==> src/ufm_map.vh <==
// ufm_map.vh: offsets, reset values, field positions and pointer ranges
// assumes: included by bare name from the ufm slave design files
`ifndef UFM_MAP_VH
`define UFM_MAP_VH

// register offsets reached through the pointer
`define UFM_OFS_PRIMARY   7'h00
`define UFM_OFS_GROUP1    7'h3A
`define UFM_OFS_GROUP2    7'h3B
`define UFM_OFS_GROUP3    7'h3C
`define UFM_OFS_BCAST     7'h3D
`define UFM_OFS_LAST      7'h3E

// reset values
`define UFM_RST_PRIMARY   8'h09
`define UFM_RST_BCAST     8'hE0
`define UFM_RST_GROUP     8'hEE
`define UFM_RST_CTRL      8'h00

// primary_config_reg fields
`define UFM_BIT_BCAST_EN  0
`define UFM_BIT_GRP3_EN   1
`define UFM_BIT_GRP2_EN   2
`define UFM_BIT_GRP1_EN   3
`define UFM_BIT_RANGE_LO  5
`define UFM_BIT_RANGE_HI  6

// register_pointer_control fields
`define UFM_BIT_INCR_FLAG 7

// increment modes {incr_flag, incr_range_hi, incr_range_lo}
`define UFM_MODE_FIXED    3'h0
`define UFM_MODE_ALL      3'h4
`define UFM_MODE_BRIGHT   3'h5
`define UFM_MODE_GAIN     3'h6
`define UFM_MODE_GLOBAL   3'h7

// pointer ranges per mode
`define UFM_ALL_LO        7'h00
`define UFM_ALL_HI        7'h3E
`define UFM_BRIGHT_LO     7'h0A
`define UFM_BRIGHT_HI     7'h21
`define UFM_GAIN_LO       7'h00
`define UFM_GAIN_HI       7'h39
`define UFM_GLOBAL_LO     7'h08
`define UFM_GLOBAL_HI     7'h21

// serial framing
`define UFM_BITS_BYTE     4'h8
`define UFM_ACK_SLOT      4'h8

`endif

==> src/ufm_sync.v <==
// ufm_sync.v: two-flop synchroniser for a group of slow external levels
// assumes: each bit is an independent level; no word coherence needed
`timescale 1ns/1ps
`default_nettype none

module ufm_sync #(
  parameter WIDTH = 1,
  parameter [WIDTH-1:0] INIT = {WIDTH{1'b0}}
) (
  input  wire             clock,
  input  wire             rstn,
  input  wire [WIDTH-1:0] din,
  output reg  [WIDTH-1:0] dout
);

  reg [WIDTH-1:0] meta_r;

  // first stage feeds only the second stage
  always @(posedge clock or negedge rstn) begin
    if (!rstn) begin
      meta_r <= INIT;
      dout   <= INIT;
    end else begin
      meta_r <= din;
      dout   <= meta_r;
    end
  end

endmodule

`default_nettype wire

==> src/ufm_slave.v <==
// ufm_slave.v: write-only ultra fast-mode serial slave with pointer control
// assumes: master drives both bus lines push-pull; bus clock far below clock
// assumes: the register bank behind wr_en_r decodes its own offsets
// Operation
// accept own, broadcast or enabled group address
// writes only; direction bit must be zero
// broadcast address resets E0h, enabled, writable
// master avoids broadcast default as slave address
// three group addresses reset to EEh
// group one enabled, two and three disabled
// group defaults usable only while disabled
// master takes care with reserved addresses
// first byte after match is control byte
// bits 6..0 pointer, bit 7 increment flag
// range bits come from primary config bits
// flag set advances pointer after each write
// mode 000 keeps pointer fixed
// mode 100 runs 00h to 3Eh
// mode 101 runs 0Ah to 21h
// mode 110 runs 00h to 39h
// mode 111 runs 08h to 21h
// master never uses modes 001, 010, 011
// increment touches only seven pointer bits
// first write goes to pointer, any address
// start below range climbs then wraps low
// unused addresses discarded, pointer still moves
`timescale 1ns/1ps
`default_nettype none
`include "ufm_map.vh"

module ufm_slave (
  input  wire       clock,
  input  wire       rstn,
  input  wire       bus_clk,
  input  wire       bus_data,
  input  wire [6:0] own_addr,
  output reg        wr_en_r,
  output reg  [6:0] wr_addr_r,
  output reg  [7:0] wr_data_r,
  output reg  [7:0] register_pointer_control,
  output reg  [7:0] primary_config_reg,
  output reg  [7:0] broadcast_addr_reg,
  output reg  [7:0] group_addr_reg_1,
  output reg  [7:0] group_addr_reg_2,
  output reg  [7:0] group_addr_reg_3,
  output reg        selected_r
);

  // one-hot receive states
  localparam [4:0] ST_IDLE = 5'h01;
  localparam [4:0] ST_ADDR = 5'h02;
  localparam [4:0] ST_CTRL = 5'h04;
  localparam [4:0] ST_DATA = 5'h08;
  localparam [4:0] ST_SKIP = 5'h10;

  wire [8:0] sync_out;
  wire       scl_s;
  wire       sda_s;
  wire [6:0] own_s;

  reg  [4:0] state_r;
  reg  [4:0] state_nxt;
  reg        scl_d_r;
  reg        sda_d_r;
  reg  [3:0] bit_cnt_r;
  reg  [6:0] shift_r;

  wire       scl_rise;
  wire       start_seen;
  wire       stop_seen;
  wire       byte_done;
  wire [7:0] rx_byte;
  wire       addr_hit;
  wire [2:0] incr_mode;
  wire [6:0] ptr;
  wire       ctrl_done;
  wire       data_done;

  // bus lines and straps cross into the clock domain
  // straps share the pipeline; they settle once after power-up
  ufm_sync #(
    .WIDTH (9),
    .INIT  (9'h003)
  ) u_sync (
    .clock (clock),
    .rstn  (rstn),
    .din   ({own_addr, bus_data, bus_clk}),
    .dout  (sync_out)
  );

  assign scl_s = sync_out[0];
  assign sda_s = sync_out[1];
  assign own_s = sync_out[8:2];

  // next pointer for a given mode; reserved modes hold the pointer
  // a pointer at or past the last register falls back to the range low end
  function [6:0] next_ptr;
    input [6:0] cur;
    input [2:0] mode;
    reg   [6:0] lo;
    reg   [6:0] hi;
    reg         step;
    begin
      lo   = `UFM_ALL_LO;
      hi   = `UFM_ALL_HI;
      step = 1'b1;
      case (mode)
        `UFM_MODE_ALL: begin
          lo = `UFM_ALL_LO;
          hi = `UFM_ALL_HI;
        end
        `UFM_MODE_BRIGHT: begin
          lo = `UFM_BRIGHT_LO;
          hi = `UFM_BRIGHT_HI;
        end
        `UFM_MODE_GAIN: begin
          lo = `UFM_GAIN_LO;
          hi = `UFM_GAIN_HI;
        end
        `UFM_MODE_GLOBAL: begin
          lo = `UFM_GLOBAL_LO;
          hi = `UFM_GLOBAL_HI;
        end
        default: step = 1'b0;
      endcase
      // wrap on the range end or from any pointer at or past the last register
      if (!step) begin
        next_ptr = cur;
      end else if (cur == hi || cur >= `UFM_OFS_LAST) begin
        next_ptr = lo;
      end else begin
        next_ptr = cur + 7'h01;
      end
    end
  endfunction

  // start, stop and rising clock edges from the synchronised lines
  // both lines pass the same pipeline, so their relative order is kept
  assign scl_rise   = scl_s & ~scl_d_r;
  assign start_seen = scl_s & scl_d_r & sda_d_r & ~sda_s;
  assign stop_seen  = scl_s & scl_d_r & ~sda_d_r & sda_s;
  assign byte_done  = scl_rise && (bit_cnt_r == `UFM_BITS_BYTE - 4'h1);
  assign rx_byte    = {shift_r, sda_s};

  // ends of control and data bytes within a matched transfer
  assign ctrl_done  = byte_done && (state_r == ST_CTRL);
  assign data_done  = byte_done && (state_r == ST_DATA);

  // one compare: enabled and equal to the upper seven bits of a held address
  function addr_match;
    input [6:0] addr;
    input [7:0] held;
    input       en;
    begin
      addr_match = en && (addr == held[7:1]);
    end
  endfunction

  // address match against own, enabled broadcast and enabled group addresses;
  // bit 0 of the held address registers is a don't-care
  assign addr_hit = (rx_byte[0] == 1'b0) &&
    ((rx_byte[7:1] == own_s) ||
     addr_match(rx_byte[7:1], broadcast_addr_reg,
                primary_config_reg[`UFM_BIT_BCAST_EN]) ||
     addr_match(rx_byte[7:1], group_addr_reg_1,
                primary_config_reg[`UFM_BIT_GRP1_EN]) ||
     addr_match(rx_byte[7:1], group_addr_reg_2,
                primary_config_reg[`UFM_BIT_GRP2_EN]) ||
     addr_match(rx_byte[7:1], group_addr_reg_3,
                primary_config_reg[`UFM_BIT_GRP3_EN]));

  // increment mode from control flag and primary config range bits
  // range bits written by a data byte steer steps from the next byte on
  assign incr_mode = {register_pointer_control[`UFM_BIT_INCR_FLAG],
                      primary_config_reg[`UFM_BIT_RANGE_HI],
                      primary_config_reg[`UFM_BIT_RANGE_LO]};
  assign ptr = register_pointer_control[6:0];

  // line history and bit counter; the ninth clock is the ack slot
  // this slave never drives the ack slot, so that bit is simply dropped
  always @(posedge clock or negedge rstn) begin
    if (!rstn) begin
      scl_d_r   <= 1'b1;
      sda_d_r   <= 1'b1;
      bit_cnt_r <= 4'h0;
      shift_r   <= 7'h00;
    end else begin
      scl_d_r <= scl_s;
      sda_d_r <= sda_s;
      if (start_seen || stop_seen) begin
        bit_cnt_r <= 4'h0;
      end else if (scl_rise) begin
        if (bit_cnt_r == `UFM_ACK_SLOT) begin
          bit_cnt_r <= 4'h0;
        end else begin
          bit_cnt_r <= bit_cnt_r + 4'h1;
          shift_r   <= {shift_r[5:0], sda_s};
        end
      end
    end
  end

  // receive state machine
  // start and stop take priority over a byte end in the same cycle
  always @* begin
    state_nxt = state_r;
    case (state_r)
      ST_ADDR: begin
        if (byte_done) begin
          state_nxt = addr_hit ? ST_CTRL : ST_SKIP;
        end
      end
      ST_CTRL: begin
        if (byte_done) begin
          state_nxt = ST_DATA;
        end
      end
      default: state_nxt = state_r;
    endcase
    if (start_seen) begin
      state_nxt = ST_ADDR;
    end else if (stop_seen) begin
      state_nxt = ST_IDLE;
    end
  end

  // state register
  always @(posedge clock or negedge rstn) begin
    if (!rstn) begin
      state_r <= ST_IDLE;
    end else begin
      state_r <= state_nxt;
    end
  end

  // control byte capture and pointer progression
  // the flag bit is loaded only by a control byte, never by stepping
  always @(posedge clock or negedge rstn) begin
    if (!rstn) begin
      register_pointer_control <= `UFM_RST_CTRL;
    end else if (ctrl_done) begin
      register_pointer_control <= rx_byte;
    end else if (data_done) begin
      register_pointer_control[6:0] <= next_ptr(ptr, incr_mode);
    end
  end

  // write strobe to the register bank; unused addresses raise none
  // address and data stay put until the next data byte, used address or not
  always @(posedge clock or negedge rstn) begin
    if (!rstn) begin
      wr_en_r   <= 1'b0;
      wr_addr_r <= 7'h00;
      wr_data_r <= 8'h00;
    end else begin
      wr_en_r <= 1'b0;
      if (data_done) begin
        wr_en_r   <= (ptr <= `UFM_OFS_LAST);
        wr_addr_r <= ptr;
        wr_data_r <= rx_byte;
      end
    end
  end

  // locally held registers that steer addressing and increment range
  // they are volatile: any reset returns them to their defaults
  always @(posedge clock or negedge rstn) begin
    if (!rstn) begin
      primary_config_reg <= `UFM_RST_PRIMARY;
      broadcast_addr_reg <= `UFM_RST_BCAST;
      group_addr_reg_1   <= `UFM_RST_GROUP;
      group_addr_reg_2   <= `UFM_RST_GROUP;
      group_addr_reg_3   <= `UFM_RST_GROUP;
    end else if (data_done) begin
      if (ptr == `UFM_OFS_PRIMARY) begin
        primary_config_reg <= rx_byte;
      end else if (ptr == `UFM_OFS_BCAST) begin
        broadcast_addr_reg <= rx_byte;
      end else if (ptr == `UFM_OFS_GROUP1) begin
        group_addr_reg_1 <= rx_byte;
      end else if (ptr == `UFM_OFS_GROUP2) begin
        group_addr_reg_2 <= rx_byte;
      end else if (ptr == `UFM_OFS_GROUP3) begin
        group_addr_reg_3 <= rx_byte;
      end
    end
  end

  // selected while a matched transfer is in progress
  // follows the next state, so it rises with the control phase
  always @(posedge clock or negedge rstn) begin
    if (!rstn) begin
      selected_r <= 1'b0;
    end else begin
      selected_r <= (state_nxt == ST_CTRL) || (state_nxt == ST_DATA);
    end
  end

endmodule

`default_nettype wire

==> config.mk <==
export PLATFORM = sky130hd
export DESIGN_NAME = ufm_slave
export DESIGN_NICKNAME = d
export VERILOG_FILES = /design/src/ufm_sync.v /design/src/ufm_slave.v
export VERILOG_INCLUDE_DIRS = /design/src
export SDC_FILE = /design/constraint.sdc
export NUM_CORES = 1
export LEC_CHECK = 0
export BUFFER_PORTS_ARGS = -buffer_cell sky130_fd_sc_hd__clkbuf_2
export CORE_ASPECT_RATIO = 0.6
export CORE_UTILIZATION = 35
export CTS_CLUSTER_SIZE = 14
export DETAILED_ROUTE_END_ITERATION = 7
export PLACE_DENSITY_LB_ADDON = 0.08
export SYNTH_ARGS = -nofsm -noshare
export SYNTH_HDL_FRONTEND = slang
export SYNTH_HIERARCHICAL = 1
export SYNTH_SLANG_ARGS = --single-unit
==> constraint.sdc <==
create_clock -name clock -period 2.4 [get_ports clock]
set_input_delay 0.24 -clock clock [delete_from_list [all_inputs] [get_ports clock]]
set_output_delay 0.24 -clock clock [all_outputs]
set_load 0.01 [all_outputs]
==> impl_results.md, run 1 <==
* Outcome: completed
* CTS buffer count at 9
* Clock insertion delay at the later pin of the skew report at about 350 ps
* Top cell type's share of synthesized area at 39.2%
* R2R setup slack at 190 ps
* Setup WS pre-CTS at approximately 81 ps
* Number of global-route vias before repair at just under 3,000
* DRC at 0
* Hold Path End: u_sync/dout[7]
* Die area at 0.0134 mm^2
* DP HPWL at approximately 7900 um
* CP startpoint kind: flop
* Worst setup path class: reg -> reg
* Routed wire per std cell at approximately 17 um
* Hold Path Origin: u_sync/meta_r[7]
* Fin. Hold Viols at 0
* Crit path capture type: flop
* Sequential area share after synthesis at 56.6%
* CP required at 2640 ps
* Slew headroom at between 50 and 60%
* Max-slew violations at 0
* Hold crit path type: reg -> reg
* Vias per cell at between 4 and 5
* Avg Synthesized Cell Area at between 10 and 15 um^2
* Min Tclk post-route at 2210 ps
* Final Setup Violations at 0
* DRT antenna net count at 0
* Gr usage total at about 17%
* Reg2Reg Launch Point: bit_cnt_r[0]
* First-pass GRT wire length at around 17,000 um
* Via count at between 3,000 and 4,000
* Worst hold stages at 0
* Post-synth EDFFs at 0
* Clock transition at path regs at 70 ps
* Largest net degree at the start of global routing at 46
* Worst slew pin tran at just over 600 ps
* Total power at 4010 uW
* Hold WS at between 300 and 400 ps
* Clock sink total at around 100
* Drt total wl at roughly 11,000 um
* Max Root-Sink Buffers at 2
* Synth area leaders: dfrtp_1 39%, dfstp_2 17%, mux2_2 13%
* RSZ-0062 raised after global routing: no
* Syn nets at between 300 and 400
* Asr flop ratio synth at 100%
* Yosys cell types at 47
* Reg-to-Reg End: broadcast_addr_reg[3]
* Antenna fix cells at 0
* Sum Neg Setup Slack at 0 ps
* Final WS setup at approximately 190 ps
* GPL Wtd Cong at 0.785
* Iter 0 DRT Violations at 133
* Row cnt at 31
* Dominant synthesized flop cell: dfrtp_1
* Crit path DAT at approximately 2400 ps
* IO Port Bufs at 75
* R2R cell count at 7
* VDD IR max at 0.465 mV
* Max Cap Viol at 0
* Die Ht at approximately 90 um
* GRT overflow at 0
* Lkg Pwr at around 0.0026 uW
* Layout cells sized above 1 at between 40% and 50%
* Power per cell area at just over 700 mW/mm^2
* Worst-path maximum fanout at 21
* Initial antenna violation count at 0
* CTS Root Cell: clkbuf_16
* YS warnings at 6
* I/O Pins at 76
* Fmax at 453 MHz
* Die width at roughly 150 um
* Tcrit/Tclk final at between 90% and 100%
* Post-CTS Setup Bufs at 0
* Mapped cell area at ~0.0045 mm^2
* H-tree depth at 3
* Area Overhead vs Synth at 23.2%
* TritonCTS clock tree: yes
* Mapped Cells at between 300 and 400
* Drt first pass iters at 4
* #FFs+latches synth at around 100
* Initial core utilization at approximately 37%
* Layout Nets at 480
* Core Area at 0.0123 mm^2
* Worst clock skew at around 5.8 ps
* Cell taking the most area after synthesis: dfrtp_1
* Biggest regs: u_sync/dout x9, u_sync/meta_r x9
==> timing repair <==
item,CTS,global route
hold buffers,10,0
gates resized for setup,0,4
hold endpoints to repair,31,0
setup endpoints to repair,0,29
==> placed cells by master, fill, tap and decap left out, types with 10 or more instances in the layout <==
cell type and count:
nor2_1 21, buf_4 19, nand4_1 12, dfrtp_1 70, dlygate4sd3_1 10, xnor2_1 34
dfstp_2 30, o21ai_0 23, clkbuf_2 74, mux2_2 53, nand2_1 21
==> area by class of cell <==
| type | instances | area [um^2] |
|---|---|---|
| Fill cell | 1153 | 6760 |
| Inverter | 8 | 30.0 |
| Tap cell | 165 | 206 |
| Timing Repair Buffer | 104 | 633 |
| Clock buffer | 12 | 256 |
| Sequential cell | 101 | 2570 |
| Clock inverter | 4 | 55.1 |
| Multi-Input combinational cell | 239 | 1830 |
==> metal layers <==
metal / track usage [%] / share of wire (%)
met2: 22.2 / 39
met4: 4.59 / 0.90
met1: 27.5 / 56
met3: 4.01 / 3.7
met5: 0 / 0
==> power by group <==
group / total (uW) / leakage [uW] / internal [uW] / switching (uW)
clock network: 1520 / 0.000149 / 872 / 645
logic: 493 / 0.00116 / 270 / 222
registers: 2000 / 0.00126 / 1780 / 222
==> per-stage QoR <==
stage / cell area, um^2 / instances / util, %
floorplan: 4530 / 369 / -
global placement: 5160 / 607 / 41.8
detailed placement: 5160 / 607 / 41.8
CTS: 5570 / 633 / 45.2
global route: 5580 / 633 / 45.2
finish: 5580 / 633 / 45.2
==> worst max-delay path by stage <==
stage                         from               endpoint  slack [ps]
floorplan             bit_cnt_r[0]    group_addr_reg_2[0]         440
global placement        shift_r[3]             selected_r          50
detailed placement  u_sync/dout[0]    group_addr_reg_2[0]          80
CTS                     shift_r[3]             selected_r          80
global route          bit_cnt_r[0]             selected_r          20
finish                bit_cnt_r[0]  broadcast_addr_reg[3]         190
==> synthesized netlist by cell type, drive strengths merged (4+ instances only) <==
cell / n
ha: 6
nor3: 5
nand3: 8
nor4: 4
nand2: 21
a21oi: 6
nand4: 13
nor2b: 4
nor2: 22
xnor2: 34
inv: 8
o21ai: 23
mux2: 55
a31oi: 4
buf: 19
dfrtp: 71
dfstp: 30
==> critical path: stages, from the launching register on <==
cell and delay [ps]:
dfrtp_1 430, ha_1 230, nor3b_2 220, nand4_2 160, buf_4 260, nor4_4 220
buf_4 220, mux2_2 350
==> logic make-up (layout without fill, tap and decap cells) <==
| group | count (synthesis) | in the layout | share of synthesized area [%] |
|---|---|---|---|
| DFF | 101 | 101 | 56.6 |
| and+or+nand+nor | 92 | 92 | 11.1 |
| muxes | 56 | 56 | 13.9 |
| AOI/OAI and AO/OA | 48 | 48 | 6.49 |
| xor gates and xnor gates | 37 | 37 | 7.16 |
| buffers and inverters | 29 | 128 | 3.04 |
| adders and majority gates | 6 | 6 | 1.66 |
(Power assumes the default switching activity.)
==> inputs of run 2 (changes only) <==
Settings changed: CORE_MARGIN set to 5.
==> impl_results.md, run 2 (same netlist as run 1, synthesis figures left out) <==
* Leading cell types in the layout, fill and taps excluded: 74 x clkbuf_2, 71 x dfrtp_1, 53 x mux2_2
* Drt first pass iters at 4
* Clock sink total at 101
* Commonest non-fill, non-tap cell in the layout: clkbuf_2
* CP startpoint kind: flop
* Area Overhead vs Synth at 22.9%
* Worst clock skew at around 7.6 ps
* First-pass GRT wire length at roughly 18,000 um
* Outcome: completed
* VDD IR max at 0.423 mV
* Routed wire per std cell at 17.6 um
* Lkg Pwr at between 0.002 and 0.003 uW
* Gr usage total at approximately 15%
* Post-CTS Setup Bufs at 0
* Crit path DAT at about 2400 ps
* CTS Root Cell: clkbuf_16
* Crit path capture type: flop
* Die Ht at 98.1 um
* Die area at 0.0154 mm^2
* Slew headroom at a little over 60%
* Clock insertion delay at the later pin of the skew report at between 300 and 400 ps
* Core Area at around 0.013 mm^2
* GRT overflow at 0
* Power per cell area at a little over 700 mW/mm^2
* Clock transition at path regs at 70 ps
* IO Port Bufs at 75
* Critical path's slowest cell: dfrtp_1
* RSZ-0062 raised after global routing: no
* Worst-path cell chain: ha_1 > nor3b_2 > nand3_1 > or3_1 > o21bai_1 > o211ai_1 > a21boi_1 > nor4_2
* Die width at 157 um
* Iter 0 DRT Violations at between 100 and 150
* Biggest regs: u_sync/dout x9, u_sync/meta_r x9
* Initial core utilization at 35.5%
* Final Setup Violations at 0
* GPL Wtd Cong at approximately 0.78
* Vias per cell at ~4.9
* CTS buffer count at 9
* Largest net degree at the start of global routing at 43
* Final instance area at between 0.005 and 0.006 mm^2
* Max Cap Viol at 0
* Layout Nets at 482
* DP HPWL at between 8000 and 9000 um
* Max Root-Sink Buffers at 2
* Initial antenna violation count at 0
* Cell family with most CP delay: simple AND/OR/NAND/NOR gates
* Fmax at ~470 MHz
* Drt total wl at roughly 11,000 um
* Total power at between 3000 and 4000 uW
* Worst-path maximum fanout at 6
* Fin. Hold Viols at 0
* Hold WS at approximately 350 ps
* Via count at 3,122
* Layout cells sized above 1 at a little over two fifths
* Min Tclk post-route at about 2100 ps
* I/O Pins at between 70 and 80
* Dpl cell area at 0.00517 mm^2
* TritonCTS clock tree: yes
* Sum Neg Setup Slack at 0 ps
* DRT antenna net count at 0
* Antenna fix cells at 0
* CP required at about 2600 ps
* Crit path buf inv count at 0
* Worst setup path class: reg -> reg
* Number of global-route vias before repair at 3,215
* Tcrit/Tclk final at 88.2%
* Hold crit path type: reg -> reg
* Row cnt at 32
* H-tree depth at 3
* DRC at 0
* Max-slew violations at 0
* Max stage delay on crit path at roughly 430 ps
* Worst slew pin tran at 577 ps
* Final Util at about 44%
[run 2: area by class of cell]
type | instances | area, um^2
Clock buffer | 10 | 229
Clock inverter | 6 | 62.6
Fill cell | 1237 | 7210
Inverter | 8 | 30.0
Multi-Input combinational cell | 239 | 1830
Sequential cell | 101 | 2560
Tap cell | 170 | 213
Timing Repair Buffer | 106 | 636
[run 2: repair_timing]
| action | 4_1_cts | 5_1_grt |
|---|---|---|
| setup endpoints to repair | 0 | 12 |
| hold endpoints to repair | 35 | 0 |
| gates resized for setup | 0 | 2 |
| hold buffers | 10 | 0 |
[run 2: through the flow]
stage / std cells / worst slack (ps)
after CTS: 640 / 102
after global routing: 640 / 86.9
after detailed placement: 614 / 111
after global placement: 614 / 190
final: 640 / 283
after floorplan: 369 / 443
[run 2: path summary, 6_finish.rpt]
check / start / end / slack [ps] / depth (start not counted)
setup / recovery: bit_cnt_r[0] / selected_r / 280 / 8
hold / removal: u_sync/meta_r[4] / u_sync/dout[4] / 350 / 0
setup reg to reg: bit_cnt_r[0] / selected_r / 280 / 8
hold reg to reg: u_sync/meta_r[4] / u_sync/dout[4] / 350 / 0
max in group asynchronous: rstn / group_addr_reg_2[3] / 1190 / 3
min in group asynchronous: rstn / u_sync/dout[6] / 440 / 2
[run 2: per-layer routing]
layer  global-route usage (%)  up-vias  share of wire, %
met5                        0        -                 0
met4                     3.60        0              0.98
met3                     4.25       10               6.5
met2                     21.0       88                41
met1                     24.2     1542                52
li1                         -     1482                 -
[run 2: power breakdown]
group | internal [uW] | leakage (uW) | switching, uW
Sequential | 1780 | 0.00126 | 215
Combinational | 270 | 0.00117 | 219
Clock | 808 | 0.000137 | 642
Total | 2860 | 0.00256 | 1080
